[config.mk]
export PLATFORM = sky130hd
export DESIGN_NAME = mcu8_instruction_execute
export DESIGN_NICKNAME = d
export VERILOG_FILES = /design/src/include/mcu8_exec_pkg.sv /design/src/verilog/mcu8_instruction_execute.sv
export SDC_FILE = /design/constraint.sdc
export NUM_CORES = 2
export LEC_CHECK = 0
export BUFFER_PORTS_ARGS = -buffer_cell sky130_fd_sc_hd__buf_2
export CORE_MARGIN = 5
export CORE_UTILIZATION = 63
export DETAILED_ROUTE_END_ITERATION = 10
export PLACE_DENSITY_LB_ADDON = 0.08
export SYNTH_ARGS = -nofsm -noshare
export SYNTH_HDL_FRONTEND = slang
export SYNTH_SLANG_ARGS = --single-unit
[constraint.sdc]
create_clock -name sys_clk -period 3.9 [get_ports sys_clk]
set_input_delay 0.39 -clock sys_clk [delete_from_list [all_inputs] [get_ports sys_clk]]
set_output_delay 0.39 -clock sys_clk [all_outputs]
set_load 0.01 [all_outputs]
[src/include/mcu8_exec_pkg.sv]
// Constants shared by the instruction execute block: opcodes, opcode group
// codes, reset values, vectors, memory layout and timer figures.
// Assumes one 20 MHz clock; every state of the sequencer is one clock except st_iowait, which lasts SYNC_WAIT clocks.
package mcu8_exec_pkg;

	// Single opcodes.
	localparam logic [7:0] OP_NOP      = 8'h00;
	localparam logic [7:0] OP_LATCHED_OUTPUT_BUS = 8'h02;
	localparam logic [7:0] OP_EN_I     = 8'h05;
	localparam logic [7:0] OP_DIS_I    = 8'h15;
	localparam logic [7:0] OP_EN_TCNT  = 8'h25;
	localparam logic [7:0] OP_DIS_TCNT = 8'h35;
	localparam logic [7:0] OP_STRT_CNT = 8'h45;
	localparam logic [7:0] OP_STRT_T   = 8'h55;
	localparam logic [7:0] OP_STOP     = 8'h65;
	localparam logic [7:0] OP_CLK_OUT  = 8'h75;
	localparam logic [7:0] OP_CLR_F0   = 8'h85;
	localparam logic [7:0] OP_CPL_F0   = 8'h95;
	localparam logic [7:0] OP_CLR_F1   = 8'hA5;
	localparam logic [7:0] OP_CPL_F1   = 8'hB5;
	localparam logic [7:0] OP_RB_LOW   = 8'hC5;
	localparam logic [7:0] OP_RB_HIGH  = 8'hD5;
	localparam logic [7:0] OP_MB_LOW   = 8'hE5;
	localparam logic [7:0] OP_MB_HIGH  = 8'hF5;
	localparam logic [7:0] OP_CLR_C    = 8'h97;
	localparam logic [7:0] OP_CPL_C    = 8'hA7;
	localparam logic [7:0] OP_JTF      = 8'h16;
	localparam logic [7:0] OP_JT0      = 8'h36;
	localparam logic [7:0] OP_JT1      = 8'h56;
	localparam logic [7:0] OP_JZ       = 8'hC6;
	localparam logic [7:0] OP_MOV_A_IM = 8'h23;
	localparam logic [7:0] OP_MOV_A_T  = 8'h42;
	localparam logic [7:0] OP_MOV_T_A  = 8'h62;
	localparam logic [7:0] OP_RET      = 8'h83;
	localparam logic [7:0] OP_RETURN_RESTORING_STATUS     = 8'h93;
	localparam logic [7:0] OP_MOVP     = 8'hA3;
	localparam logic [7:0] OP_MOVP3    = 8'hE3;

	// Groups keyed by op[7:3] (register r in op[2:0]).
	localparam logic [4:0] G5_INC_R    = 5'h03;
	localparam logic [4:0] G5_DEC_R    = 5'h19;
	localparam logic [4:0] G5_MOV_R_A  = 5'h15;
	localparam logic [4:0] G5_MOV_A_R  = 5'h1F;
	// Groups keyed by op[7:1] (register r in op[0]).
	localparam logic [6:0] G7_EXTERNAL_DATA_MOVE_RD  = 7'h40;
	localparam logic [6:0] G7_EXTERNAL_DATA_MOVE_WR  = 7'h48;
	localparam logic [6:0] G7_NIBBLE_EXCHANGE     = 7'h18;
	// Groups keyed by op[7:2] (port p in op[1:0]).
	localparam logic [5:0] G6_IN       = 6'h02;
	localparam logic [5:0] G6_LATCHED_OUTPUT_P   = 6'h0E;
	localparam logic [5:0] G6_ANL_P    = 6'h26;
	localparam logic [5:0] G6_ORL_P    = 6'h22;
	localparam logic [5:0] G6_EXPANDER_NIBBLE_MOVE_RD  = 6'h03;
	localparam logic [5:0] G6_EXPANDER_NIBBLE_MOVE_WR  = 6'h0F;
	localparam logic [5:0] G6_EXPANDER_AND     = 6'h27;
	localparam logic [5:0] G6_EXPANDER_OR     = 6'h23;
	// Jump and call keyed by op[4:0], target bits 10..8 in op[7:5].
	localparam logic [4:0] G_JMP       = 5'h04;
	localparam logic [4:0] G_CALL      = 5'h14;

	// Expander command codes.
	localparam logic [1:0] EXP_READ    = 2'h0;
	localparam logic [1:0] EXP_WRITE   = 2'h1;

	// Memory layout.
	localparam logic [6:0] RB_HIGH_BASE = 7'h18;
	localparam logic [6:0] STACK_BASE   = 7'h08;
	localparam logic [2:0] PAGE_THREE   = 3'h3;
	localparam logic [11:0] VEC_EXT     = 12'h003;
	localparam logic [11:0] VEC_TIMER   = 12'h007;
	localparam int          RAM_WORDS   = 128;

	// Reset values.
	localparam logic [11:0] PC_RESET    = 12'h000;
	localparam logic [7:0]  BYTE_RESET  = 8'h00;
	localparam logic [7:0]  PORT_RESET  = 8'hFF;

	// Timing: cycles a pin sample needs after a strobe, timer prescale.
	localparam logic [1:0] SYNC_WAIT    = 2'h3;
	localparam int         TIMER_DIV    = 32;
	localparam logic [4:0] TIMER_LAST   = 5'(TIMER_DIV - 1);

endpackage

[src/verilog/mcu8_instruction_execute.sv]
// Instruction fetch, decode and execute sequencer of an 8-bit controller.
// Program memory and external data memory sit on this clock and answer a
// read strobe with data in the following cycle; pins pass two flip-flops.
// Operation
// RULE_01 - Bank select ops clear or set bank flip-flop
// RULE_02 - Register bank ops map registers 0-7 or 24-31
// RULE_03 - Page-three lookup: address 011 and accumulator
// RULE_04 - In-page lookup replaces low PC with accumulator
// RULE_05 - Bus output holds until reset or external move
// RULE_06 - Start timer counts from internal prescaler
// RULE_07 - Start counter counts external count input events
// RULE_08 - Stop halts timer, count is held
// RULE_09 - Timer interrupt enable/disable; count load and read
// RULE_10 - External interrupt enable/disable gates vectored call
// RULE_11 - Clock output op drives clock on test pin
// RULE_12 - Nibble exchange swaps low nibbles with data memory
// RULE_13 - Expander AND/OR with accumulator written back
// RULE_14 - Expander nibble moves in and out
// RULE_15 - Immediate AND/OR on ports and bus
// RULE_16 - Bus input strobed; port input and output
// RULE_17 - Test-pin branch taken when pin is one
// RULE_18 - Zero branch taken when accumulator is zero
// RULE_19 - Returns pop PC; restoring form restores status
// RULE_20 - External data moves via register 0/1 address
// RULE_21 - Carry, F0, F1 cleared or complemented alone
// RULE_22 - Selector fields are plain binary numbers
// RULE_23 - Call pushes PC and status, bit 11 from bank
// RULE_24 - All-zero opcode only advances program counter
//
// The register offsets and the address-and-strobe port were left to the implementer.
`timescale 1ns/1ps
module mcu8_instruction_execute
	import mcu8_exec_pkg::*;
(
	input  wire logic        sys_clk,        // 20 MHz clock
	input  wire logic        rst_b,          // Asynchronous reset, low
	output logic [11:0]      prog_addr,      // Program memory address
	output logic             prog_rd,        // Program read strobe
	input  wire logic [7:0]  prog_data,      // Program byte, cycle after
	output logic [7:0]       xd_addr,        // External data address
	output logic [7:0]       xd_wdata,       // External data write byte
	output logic             xd_wr,          // External write strobe
	output logic             xd_rd,          // External read strobe
	input  wire logic [7:0]  xd_rdata,       // External byte, cycle after
	input  wire logic [7:0]  bus_in,         // Bus port pins in
	output logic [7:0]       bus_out,        // Bus port output latch
	output logic             bus_oe,         // Bus port driven
	output logic             bus_rd,         // Strobed bus input pulse
	input  wire logic [7:0]  p1_in,          // Port 1 pins in
	input  wire logic [7:0]  p2_in,          // Port 2 pins in
	output logic [7:0]       p1_out,         // Port 1 latch
	output logic [7:0]       p2_out,         // Port 2 latch
	output logic [1:0]       exp_port,       // Expander port 4..7 less 4
	output logic [1:0]       exp_cmd,        // Expander read or write
	output logic [3:0]       exp_data_out,   // Expander nibble out
	output logic             exp_strobe,     // Expander command pulse
	input  wire logic [3:0]  exp_data_in,    // Expander nibble in
	input  wire logic        t0_in,          // Test pin zero level in
	output logic             t0_out,         // Test pin zero clock out
	output logic             t0_oe,          // Test pin zero driven
	input  wire logic        t1_in,          // Test pin one, count input
	input  wire logic        int_b           // External interrupt, low
);

	typedef enum logic [3:0] {
		st_fetch, st_fwait, st_decode, st_await, st_arg, st_exec,
		st_push2, st_lwait, st_lookup, st_xwait, st_xread, st_iowait,
		st_iodone
	} state_t;

	localparam int SYNC_W = 31;

	state_t            state;
	logic [SYNC_W-1:0] sync1;
	logic [SYNC_W-1:0] sync2;
	logic [7:0]        ram [RAM_WORDS];
	logic              ram_we;
	logic [6:0]        ram_wa;
	logic [7:0]        ram_wd;
	logic [11:0]       pc;
	logic [11:0]       target;
	logic [7:0]        push_hi;
	logic [7:0]        op;
	logic [7:0]        arg;
	logic [7:0]        acc;
	logic              carry;
	logic              aux;
	logic              user_flag_zero;
	logic              user_flag_one;
	logic              register_bank_switch;
	logic              program_bank_flipflop;
	logic [2:0]        stack_pointer;
	logic              ext_int_en;
	logic              tmr_int_en;
	logic              in_service;
	logic              clk_out_en;
	logic [1:0]        wait_cnt;
	logic [7:0]        timer_count;
	logic              timer_run;
	logic              timer_is_counter;
	logic [4:0]        prescale;
	logic              t1_prev;
	logic              timer_overflow_flag;
	logic              timer_count_interrupt;
	logic              cmd_start_t;
	logic              cmd_start_c;
	logic              cmd_stop;
	logic              cmd_load;
	logic              cmd_tf_clear;
	logic              cmd_pend_clear;
	logic              t0_s;
	logic              t1_s;
	logic              int_b_s;
	logic [7:0]        bus_s;
	logic [7:0]        p1_s;
	logic [7:0]        p2_s;
	logic [3:0]        exp_s;
	logic [6:0]        ind_addr;
	logic [6:0]        stk_top;
	logic [7:0]        stk_lo;
	logic [7:0]        stk_hi;
	logic [3:0]        exp_new;
	logic              tick;

	// Working register r lands in the bank chosen by the bank switch.
	function automatic logic [6:0] reg_addr(input logic [2:0] r,
			input logic bs);
		reg_addr = bs ? (RB_HIGH_BASE | {4'h0, r}) : {4'h0, r}; // RULE_02
	endfunction

	function automatic logic [6:0] stack_addr(input logic [2:0] s);
		stack_addr = 7'(STACK_BASE + {3'h0, s, 1'b0});
	endfunction

	function automatic logic two_byte(input logic [7:0] o);
		two_byte = (o == OP_MOV_A_IM) || (o == OP_JT0) || (o == OP_JT1)
			|| (o == OP_JZ) || (o == OP_JTF) || (o[4:0] == G_JMP)
			|| (o[4:0] == G_CALL)
			|| ((o[7:2] == G6_ANL_P) && (o[1:0] != 2'h3))
			|| ((o[7:2] == G6_ORL_P) && (o[1:0] != 2'h3));
	endfunction

	// Every pin passes two flip-flops before any logic reads it.
	always_ff @(posedge sys_clk or negedge rst_b) begin
		if (!rst_b) begin
			sync1 <= '0;
			sync2 <= '0;
		end else begin
			sync1 <= {t0_in, t1_in, int_b, bus_in, p1_in, p2_in, exp_data_in};
			sync2 <= sync1;
		end
	end

	assign {t0_s, t1_s, int_b_s, bus_s, p1_s, p2_s, exp_s} = sync2;

	// Indirect address uses register 0 or 1 of the current bank.
	assign ind_addr = ram[reg_addr({2'h0, op[0]}, register_bank_switch)][6:0];
	assign stk_top  = stack_addr(3'(stack_pointer - 3'h1));
	assign stk_lo   = ram[stk_top];
	assign stk_hi   = ram[7'(stk_top + 7'h01)];
	assign exp_new  = (op[7:2] == G6_EXPANDER_AND) ? (exp_s & acc[3:0])
		: (exp_s | acc[3:0]);
	assign tick     = timer_is_counter ? (t1_prev && !t1_s)
		: (prescale == TIMER_LAST);

	// The data memory write is registered; the next read of the same
	// location is at least two fetch cycles away, so no bypass is needed.
	always_ff @(posedge sys_clk) begin
		if (ram_we) begin
			ram[ram_wa] <= ram_wd;
		end
	end

	// Timer and event counter; set of a flag wins over its clear.
	always_ff @(posedge sys_clk or negedge rst_b) begin
		if (!rst_b) begin
			timer_count           <= BYTE_RESET;
			timer_run             <= 1'b0;
			timer_is_counter      <= 1'b0;
			prescale              <= '0;
			t1_prev               <= 1'b0;
			timer_overflow_flag   <= 1'b0;
			timer_count_interrupt <= 1'b0;
		end else begin
			t1_prev  <= t1_s;
			prescale <= 5'(prescale + 5'h01);
			if (cmd_start_t) begin
				timer_run        <= 1'b1; // RULE_06
				timer_is_counter <= 1'b0; // RULE_06
				prescale         <= '0;
			end
			if (cmd_start_c) begin
				timer_run        <= 1'b1; // RULE_07
				timer_is_counter <= 1'b1; // RULE_07
			end
			if (cmd_stop) begin
				timer_run <= 1'b0; // RULE_08
			end
			if (cmd_tf_clear) begin
				timer_overflow_flag <= 1'b0;
			end
			if (cmd_pend_clear) begin
				timer_count_interrupt <= 1'b0;
			end
			if (cmd_load) begin
				timer_count <= acc; // RULE_09
			end else if (timer_run && tick) begin
				timer_count <= 8'(timer_count + 8'h01);
				if (timer_count == 8'hFF) begin
					timer_overflow_flag   <= 1'b1;
					timer_count_interrupt <= 1'b1;
				end
			end
		end
	end

	// Test pin zero as a clock output: half the system clock rate.
	always_ff @(posedge sys_clk or negedge rst_b) begin
		if (!rst_b) begin
			t0_out <= 1'b0;
			t0_oe  <= 1'b0;
		end else begin
			t0_oe  <= clk_out_en; // RULE_11
			t0_out <= clk_out_en ? !t0_out : 1'b0; // RULE_11
		end
	end

	// Fetch, decode and execute sequencer.
	always_ff @(posedge sys_clk or negedge rst_b) begin
		if (!rst_b) begin
			state                 <= st_fetch;
			pc                    <= PC_RESET;
			target                <= PC_RESET;
			push_hi               <= BYTE_RESET;
			op                    <= OP_NOP;
			arg                   <= BYTE_RESET;
			acc                   <= BYTE_RESET;
			carry                 <= 1'b0;
			aux                   <= 1'b0;
			user_flag_zero        <= 1'b0;
			user_flag_one         <= 1'b0;
			register_bank_switch  <= 1'b0;
			program_bank_flipflop <= 1'b0;
			stack_pointer         <= '0;
			ext_int_en            <= 1'b0;
			tmr_int_en            <= 1'b0;
			in_service            <= 1'b0;
			clk_out_en            <= 1'b0;
			wait_cnt              <= '0;
			ram_we                <= 1'b0;
			ram_wa                <= '0;
			ram_wd                <= BYTE_RESET;
			prog_addr             <= PC_RESET;
			prog_rd               <= 1'b0;
			xd_addr               <= BYTE_RESET;
			xd_wdata              <= BYTE_RESET;
			xd_wr                 <= 1'b0;
			xd_rd                 <= 1'b0;
			bus_out               <= BYTE_RESET;
			bus_oe                <= 1'b0; // RULE_05
			bus_rd                <= 1'b0;
			p1_out                <= PORT_RESET;
			p2_out                <= PORT_RESET;
			exp_port              <= '0;
			exp_cmd               <= EXP_READ;
			exp_data_out          <= '0;
			exp_strobe            <= 1'b0;
			cmd_start_t           <= 1'b0;
			cmd_start_c           <= 1'b0;
			cmd_stop              <= 1'b0;
			cmd_load              <= 1'b0;
			cmd_tf_clear          <= 1'b0;
			cmd_pend_clear        <= 1'b0;
		end else begin
			prog_rd        <= 1'b0;
			xd_rd          <= 1'b0;
			xd_wr          <= 1'b0;
			bus_rd         <= 1'b0;
			exp_strobe     <= 1'b0;
			ram_we         <= 1'b0;
			cmd_start_t    <= 1'b0;
			cmd_start_c    <= 1'b0;
			cmd_stop       <= 1'b0;
			cmd_load       <= 1'b0;
			cmd_tf_clear   <= 1'b0;
			cmd_pend_clear <= 1'b0;
			unique case (state)
			st_fetch: begin
				// Vectored calls push the unadvanced program counter.
				if (ext_int_en && !int_b_s && !in_service) begin // RULE_10
					in_service <= 1'b1;
					target     <= VEC_EXT;
					ram_we     <= 1'b1;
					ram_wa     <= stack_addr(stack_pointer);
					ram_wd     <= pc[7:0];
					push_hi    <= {carry, aux, user_flag_zero,
						register_bank_switch, pc[11:8]};
					state      <= st_push2;
				end else if (tmr_int_en && timer_count_interrupt
						&& !in_service) begin // RULE_09
					in_service     <= 1'b1;
					cmd_pend_clear <= 1'b1;
					target         <= VEC_TIMER;
					ram_we         <= 1'b1;
					ram_wa         <= stack_addr(stack_pointer);
					ram_wd         <= pc[7:0];
					push_hi        <= {carry, aux, user_flag_zero,
						register_bank_switch, pc[11:8]};
					state          <= st_push2;
				end else begin
					prog_addr <= pc;
					prog_rd   <= 1'b1;
					state     <= st_fwait;
				end
			end
			st_fwait: begin
				state <= st_decode;
			end
			st_decode: begin
				op <= prog_data;
				pc <= 12'(pc + 12'h001); // RULE_24
				if (two_byte(prog_data)) begin
					prog_addr <= 12'(pc + 12'h001);
					prog_rd   <= 1'b1;
					state     <= st_await;
				end else begin
					state <= st_exec;
				end
			end
			st_await: begin
				state <= st_arg;
			end
			st_arg: begin
				arg   <= prog_data;
				pc    <= 12'(pc + 12'h001); // RULE_17
				state <= st_exec;
			end
			st_exec: begin
				state <= st_fetch;
				unique case (op)
				OP_EN_I:     ext_int_en <= 1'b1; // RULE_10
				OP_DIS_I:    ext_int_en <= 1'b0; // RULE_10
				OP_EN_TCNT:  tmr_int_en <= 1'b1; // RULE_09
				OP_DIS_TCNT: begin
					tmr_int_en     <= 1'b0; // RULE_09
					cmd_pend_clear <= 1'b1;
				end
				OP_STRT_T:   cmd_start_t <= 1'b1; // RULE_06
				OP_STRT_CNT: cmd_start_c <= 1'b1; // RULE_07
				OP_STOP:     cmd_stop <= 1'b1; // RULE_08
				OP_MOV_A_T:  acc <= timer_count; // RULE_09
				OP_MOV_T_A:  cmd_load <= 1'b1; // RULE_09
				OP_CLK_OUT:  clk_out_en <= 1'b1; // RULE_11
				OP_MB_LOW:   program_bank_flipflop <= 1'b0; // RULE_01
				OP_MB_HIGH:  program_bank_flipflop <= 1'b1; // RULE_01
				OP_RB_LOW:   register_bank_switch <= 1'b0; // RULE_02
				OP_RB_HIGH:  register_bank_switch <= 1'b1; // RULE_02
				OP_CLR_C:    carry <= 1'b0; // RULE_21
				OP_CPL_C:    carry <= !carry; // RULE_21
				OP_CLR_F0:   user_flag_zero <= 1'b0; // RULE_21
				OP_CPL_F0:   user_flag_zero <= !user_flag_zero; // RULE_21
				OP_CLR_F1:   user_flag_one <= 1'b0; // RULE_21
				OP_CPL_F1:   user_flag_one <= !user_flag_one; // RULE_21
				OP_MOV_A_IM: acc <= arg;
				OP_JT0: begin
					if (t0_s) pc[7:0] <= arg; // RULE_17
				end
				OP_JT1: begin
					if (t1_s) pc[7:0] <= arg; // RULE_17
				end
				OP_JZ: begin
					if (acc == 8'h00) pc[7:0] <= arg; // RULE_18
				end
				OP_JTF: begin
					cmd_tf_clear <= 1'b1;
					if (timer_overflow_flag) pc[7:0] <= arg;
				end
				OP_LATCHED_OUTPUT_BUS: begin
					bus_out <= acc; // RULE_05
					bus_oe  <= 1'b1; // RULE_05
				end
				OP_RET, OP_RETURN_RESTORING_STATUS: begin
					stack_pointer <= 3'(stack_pointer - 3'h1); // RULE_19
					pc <= {stk_hi[3:0], stk_lo}; // RULE_19
					if (op == OP_RETURN_RESTORING_STATUS) begin
						{carry, aux, user_flag_zero, register_bank_switch}
							<= stk_hi[7:4]; // RULE_19
						in_service <= 1'b0;
					end
				end
				OP_MOVP: begin
					prog_addr <= {pc[11:8], acc}; // RULE_04
					prog_rd   <= 1'b1;
					state     <= st_lwait;
				end
				OP_MOVP3: begin
					prog_addr <= {pc[11], PAGE_THREE, acc}; // RULE_03
					prog_rd   <= 1'b1;
					state     <= st_lwait;
				end
				default: begin
					// Grouped opcodes carry a binary selector field.
					if (op[4:0] == G_JMP) begin
						pc <= {program_bank_flipflop, op[7:5], arg};
					end else if (op[4:0] == G_CALL) begin
						target  <= {program_bank_flipflop, op[7:5], arg}; // RULE_23
						ram_we  <= 1'b1;
						ram_wa  <= stack_addr(stack_pointer); // RULE_23
						ram_wd  <= pc[7:0]; // RULE_23
						push_hi <= {carry, aux, user_flag_zero,
							register_bank_switch, pc[11:8]}; // RULE_23
						state   <= st_push2;
					end else if (op[7:3] == G5_INC_R) begin
						ram_we <= 1'b1;
						ram_wa <= reg_addr(op[2:0], register_bank_switch); // RULE_22
						ram_wd <= 8'(ram[reg_addr(op[2:0],
							register_bank_switch)] + 8'h01);
					end else if (op[7:3] == G5_DEC_R) begin
						ram_we <= 1'b1;
						ram_wa <= reg_addr(op[2:0], register_bank_switch); // RULE_22
						ram_wd <= 8'(ram[reg_addr(op[2:0],
							register_bank_switch)] - 8'h01);
					end else if (op[7:3] == G5_MOV_R_A) begin
						ram_we <= 1'b1;
						ram_wa <= reg_addr(op[2:0], register_bank_switch); // RULE_22
						ram_wd <= acc;
					end else if (op[7:3] == G5_MOV_A_R) begin
						acc <= ram[reg_addr(op[2:0], register_bank_switch)];
					end else if (op[7:1] == G7_NIBBLE_EXCHANGE) begin
						ram_we <= 1'b1;
						ram_wa <= ind_addr;
						ram_wd <= {ram[ind_addr][7:4], acc[3:0]}; // RULE_12
						acc    <= {acc[7:4], ram[ind_addr][3:0]}; // RULE_12
					end else if (op[7:1] == G7_EXTERNAL_DATA_MOVE_RD) begin
						xd_addr <= {1'b0, ind_addr}; // RULE_20
						xd_rd   <= 1'b1; // RULE_20
						bus_oe  <= 1'b0; // RULE_05
						state   <= st_xwait;
					end else if (op[7:1] == G7_EXTERNAL_DATA_MOVE_WR) begin
						xd_addr  <= {1'b0, ind_addr}; // RULE_20
						xd_wdata <= acc; // RULE_20
						xd_wr    <= 1'b1; // RULE_20
						bus_oe   <= 1'b0; // RULE_05
					end else if (op[7:2] == G6_IN) begin
						if (op[1:0] == 2'h0) begin
							bus_rd   <= 1'b1; // RULE_16
							wait_cnt <= SYNC_WAIT;
							state    <= st_iowait;
						end else begin
							acc <= op[1] ? p2_s : p1_s; // RULE_16
						end
					end else if (op[7:2] == G6_LATCHED_OUTPUT_P) begin
						if (op[1:0] == 2'h1) p1_out <= acc; // RULE_16
						if (op[1:0] == 2'h2) p2_out <= acc; // RULE_16
					end else if (op[7:2] == G6_ANL_P) begin
						if (op[1:0] == 2'h0) bus_out <= bus_out & arg; // RULE_15
						if (op[1:0] == 2'h1) p1_out <= p1_out & arg; // RULE_15
						if (op[1:0] == 2'h2) p2_out <= p2_out & arg; // RULE_15
					end else if (op[7:2] == G6_ORL_P) begin
						if (op[1:0] == 2'h0) bus_out <= bus_out | arg; // RULE_15
						if (op[1:0] == 2'h1) p1_out <= p1_out | arg; // RULE_15
						if (op[1:0] == 2'h2) p2_out <= p2_out | arg; // RULE_15
					end else if (op[7:2] == G6_EXPANDER_NIBBLE_MOVE_WR) begin
						exp_port     <= op[1:0]; // RULE_14
						exp_cmd      <= EXP_WRITE;
						exp_data_out <= acc[3:0]; // RULE_14
						exp_strobe   <= 1'b1;
					end else if ((op[7:2] == G6_EXPANDER_NIBBLE_MOVE_RD)
							|| (op[7:2] == G6_EXPANDER_AND)
							|| (op[7:2] == G6_EXPANDER_OR)) begin
						exp_port   <= op[1:0]; // RULE_22
						exp_cmd    <= EXP_READ;
						exp_strobe <= 1'b1;
						wait_cnt   <= SYNC_WAIT;
						state      <= st_iowait;
					end
				end
				endcase
			end
			st_push2: begin
				ram_we        <= 1'b1;
				ram_wa        <= 7'(ram_wa + 7'h01);
				ram_wd        <= push_hi; // RULE_23
				stack_pointer <= 3'(stack_pointer + 3'h1); // RULE_23
				pc            <= target; // RULE_23
				state         <= st_fetch;
			end
			st_lwait: begin
				state <= st_lookup;
			end
			st_lookup: begin
				acc   <= prog_data; // RULE_03
				state <= st_fetch;
			end
			st_xwait: begin
				state <= st_xread;
			end
			st_xread: begin
				acc   <= xd_rdata; // RULE_20
				state <= st_fetch;
			end
			st_iowait: begin
				// The sampled pins trail the strobe by the synchroniser.
				wait_cnt <= 2'(wait_cnt - 2'h1);
				if (wait_cnt == 2'h1) state <= st_iodone;
			end
			st_iodone: begin
				state <= st_fetch;
				if (op[7:2] == G6_IN) begin
					acc <= bus_s; // RULE_16
				end else if (op[7:2] == G6_EXPANDER_NIBBLE_MOVE_RD) begin
					acc[3:0] <= exp_s; // RULE_14
				end else begin
					exp_cmd      <= EXP_WRITE;
					exp_data_out <= exp_new; // RULE_13
					exp_strobe   <= 1'b1; // RULE_13
				end
			end
			endcase
		end
	end

endmodule
==> run metrics <==
share of the synthesized area in the top cell type=~56%; via count of the first global-routing pass=35733; area grow syn2layout=15.7%; Seq/Total Area, Yosys=slightly below 70%; worst-path maximum fanout=20; met2 WL=about 80000 um; Cell Area, Placed=approximately 58000 um^2; outcome=complete, but fails checks; Crit path required time=~4600 ps; final setup TNS=-94.0 ps; met3 wire len=about 19000 um; maximum vdd drop=0.673 mV; Arr. time, crit path=~4700 ps; Core Footprint=86300 um^2; Worst path slowest cell=mux4_2; Mapped Cells=3558; top_reg_cell synth=edfxtp_1; Hold WC Path Type=primary input to flip-flop; switching pwr=about 17000 uW; initial antenna violation count=5; Post-Layout Cell Count=~5200; worst hold path stage count=2; CTS Root Cell=clkbuf_16; Clk Latency, worst-skew pair=750 ps; GP Congestion=around 1.0; worst-margin pin slew=between 1000 and 1500 ps; layout net count=4011; CTS tree=done; startpoint types=flip-flop; Distinct cells, synth=88; worst r2r dst=ram_wd[4]; logic gate share of total power=34.1%; grt ovf=0; clock share of power=26.0%; initial drt markers=roughly 5300; critical hold path startpoint=prog_data[2]; Detailed Place HPWL=approximately 110000 um; TritonCTS Sinks=1266; synthesized area=about 55000 um^2; most common cell in the netlist=edfxtp_1; flop2flop setup slack=-90 ps; Row Count=roughly 110; die width=304 um; clock transition at the registers of the reported paths=60 ps; wire per inst=~32 um; dpl cells=approximately 5000; Final Cell Area=around 63000 um^2; post-route antenna net violation count=0; Initial Util=63.2%; num ports=roughly 120; Post-synth top cells=1024 x edfxtp_1, 383 x nand2_1, 271 x mux4_2; Max H-tree Level=4; CP most frequent cell=buf_4; Ys Warns=0; EDFF count, synth=1024; CTS Buf Count=130; Rel. slew slack=between 10% and 20%; internal power=about 30000 uW; die height=around 300 um; Max Cap Viol=0; via count=approximately 36000; Final setup violation count=1; Final Hold Viols=0; WS Path Type=flip-flop to flip-flop; min Tclk post-route=3990 ps; DR pass1 iterations=8; Worst Reg-to-Reg Cells=10; first-pass GRT wire length=240000 um; WP buf/inv=2; Crit. End Element=flip-flop; DIE AREA=a little over 90000 um^2; CP top delay family=compound AO/OA/AOI/OAI gates; hold slack=between 60 and 70 ps; share of cells above drive strength 1=24.8%; all-layer global routing usage=a little over a third; met1 wire length=just under 60000 um; Leak=about 0.022 uW; Setup WS post-layout=-94.0 ps; PnR Total Power=approximately 47000 uW; final wirelength=approximately 170000 um; Via density=approximately 6.9; Worst Hold End=arg[2]; fin. max-slew vios=0; #FFs+latches synth=between 1000 and 1500; Fill cells=roughly 5300; Max Clk Rate=250 MHz; Critical Path Stages=10; delay of the slowest critical-path stage=about 740 ps; drt drc=0; Flop pwr share=39.9%; most area-consuming cells after synthesis=edfxtp_1 56%, mux4_2 11%, dfrtp_1 10%, mux2i_1 2.8%, nand2_1 2.6%; Clock Path Buffers=3; pwr/cell area=roughly 750 nW/um^2; worst clock skew=34.2 ps; Post-synth ARST share=around a fifth; sw frac=between 30% and 40%; Final Cycle Share=102%; critical path, cell by cell=buf_4 -> mux4_2 -> buf_4 -> nor2_1 -> a22oi_1 -> and3_1 -> a41oi_1 -> o311ai_1 -> a221o_1 -> a21oi_1; mean post-synth cell area=roughly 15 um^2; largest area contributor in the netlist=edfxtp_1; IO Port Bufs=~110; ANT cells=0; Reg2Reg Launch Point=register_bank_switch; largest net degree at the start of global routing=~110; top routing layer used=met5; failing checks=setup timing
## cell families (layout without fill, tap and decap cells)
| group | after synthesis | in the layout | synth area share (%) |
|---|---|---|---|
| buffers and inverters | 254 | 746 | 2.08 |
| AND/OR/NAND/NOR | 974 | 974 | 8.13 |
| AO/OA/AOI/OAI | 565 | 565 | 6.89 |
| XOR/XNOR | 30 | 30 | 0.482 |
| flip-flops | 1266 | 1266 | 67.5 |
| other | 1 | 2 | 0.00687 |
| adder cells (fa/ha/maj) | 10 | 10 | 0.229 |
| multiplexers | 458 | 460 | 14.7 |
## how the worst max path moves through the flow
stage | start | endpoint
CTS | op[0] | acc[2]
finish | register_bank_switch | ram_wd[4]
global route | op[0] | acc[1]
floorplan | stack_pointer[0] | pc[0]
global placement | op[0] | acc[0]
detailed placement | op[0] | acc[0]
## flip-flops by register name, summed over array words and instances, names as in the netlist, 5 cells and up
name and cells:
ram_wd 8, sync2 31, p2_out 8, p1_out 8, op 8, pc 12
acc 8, sync1 31, ram 1024, prescale 5, push_hi 8, prog_addr 12
xd_addr 7, bus_out 8, xd_wdata 8, arg 8, ram_wa 7, target 12
timer_count 8
## cells in the final DEF, fill, tap and decap left out, types with 22 or more instances in the layout
| master | netlist | layout |
|---|---|---|
| a211oi_1 | 26 | 26 |
| a21oi_1 | 121 | 121 |
| a221oi_1 | 29 | 29 |
| a22oi_1 | 37 | 37 |
| a311oi_1 | 22 | 22 |
| a31oi_1 | 22 | 22 |
| and3_1 | 36 | 36 |
| buf_2 | 53 | 113 |
| buf_4 | 14 | 312 |
| clkbuf_1 | 124 | 25 |
| clkbuf_16 | 0 | 140 |
| clkinv_1 | 1 | 26 |
| dfrtp_1 | 226 | 215 |
| dlygate4sd3_1 | 0 | 39 |
| edfxtp_1 | 1024 | 1024 |
| inv_1 | 24 | 24 |
| mux2_2 | 36 | 34 |
| mux2i_1 | 151 | 150 |
| mux4_2 | 271 | 269 |
| nand2_1 | 383 | 383 |
| nand3_1 | 97 | 97 |
| nor2_1 | 238 | 236 |
| nor2b_1 | 63 | 62 |
| nor3_1 | 67 | 61 |
| o21ai_0 | 143 | 142 |
## cell type report
cell class / instances / area (um^2) / share of cell area, %
Timing Repair Buffer: 487 / 3780 / 5.99
Multi-Input combinational cell: 2041 / 16800 / 26.5
Clock inverter: 65 / 612 / 0.969
Tap cell: 1155 / 1450 / 2.29
Sequential cell: 1266 / 36900 / 58.4
Clock buffer: 168 / 3600 / 5.71
Inverter: 26 / 97.6 / 0.155
## what timing repair did
| item | in CTS | in global routing |
|---|---|---|
| cloned | 0 | 5 |
| pin swaps | 0 | 0 |
| gates resized for setup | 1 | 12 |
| buffers inserted | 1 | 14 |
| setup endpoints to repair | 2 | 5 |
| hold buffers | 39 | 0 |
| endpoints found under the hold margin | 144 | 0 |
## routing by layer
metal,up-vias,GRT usage [%]
li1,14767,-
met1,18023,45.6
met2,2506,56.1
met3,532,8.10
met4,8,19.5
met5,-,0
## stage by stage
stage / utilization [%] / setup slack (ps)
after CTS: 72.8 / 15.2
after global placement: 67.4 / -21.4
after global routing: 73.1 / -13.5
after floorplan: - / 689
final: 73.1 / -94.0
after detailed placement: 67.4 / -5.94
## power by group through the flow
stage / registers (uW) / logic, uW / clock network (uW)
2_1_floorplan: 18200 / 9610 / 0
3_3_place_gp: 19000 / 15200 / 0
3_5_place_dp: 19100 / 15400 / 0
4_1_cts: 18800 / 15500 / 12400
5_1_grt: 19000 / 16900 / 13000
6_report: 18900 / 16200 / 12300
No activity file was read; power rests on OpenSTA's default activity.
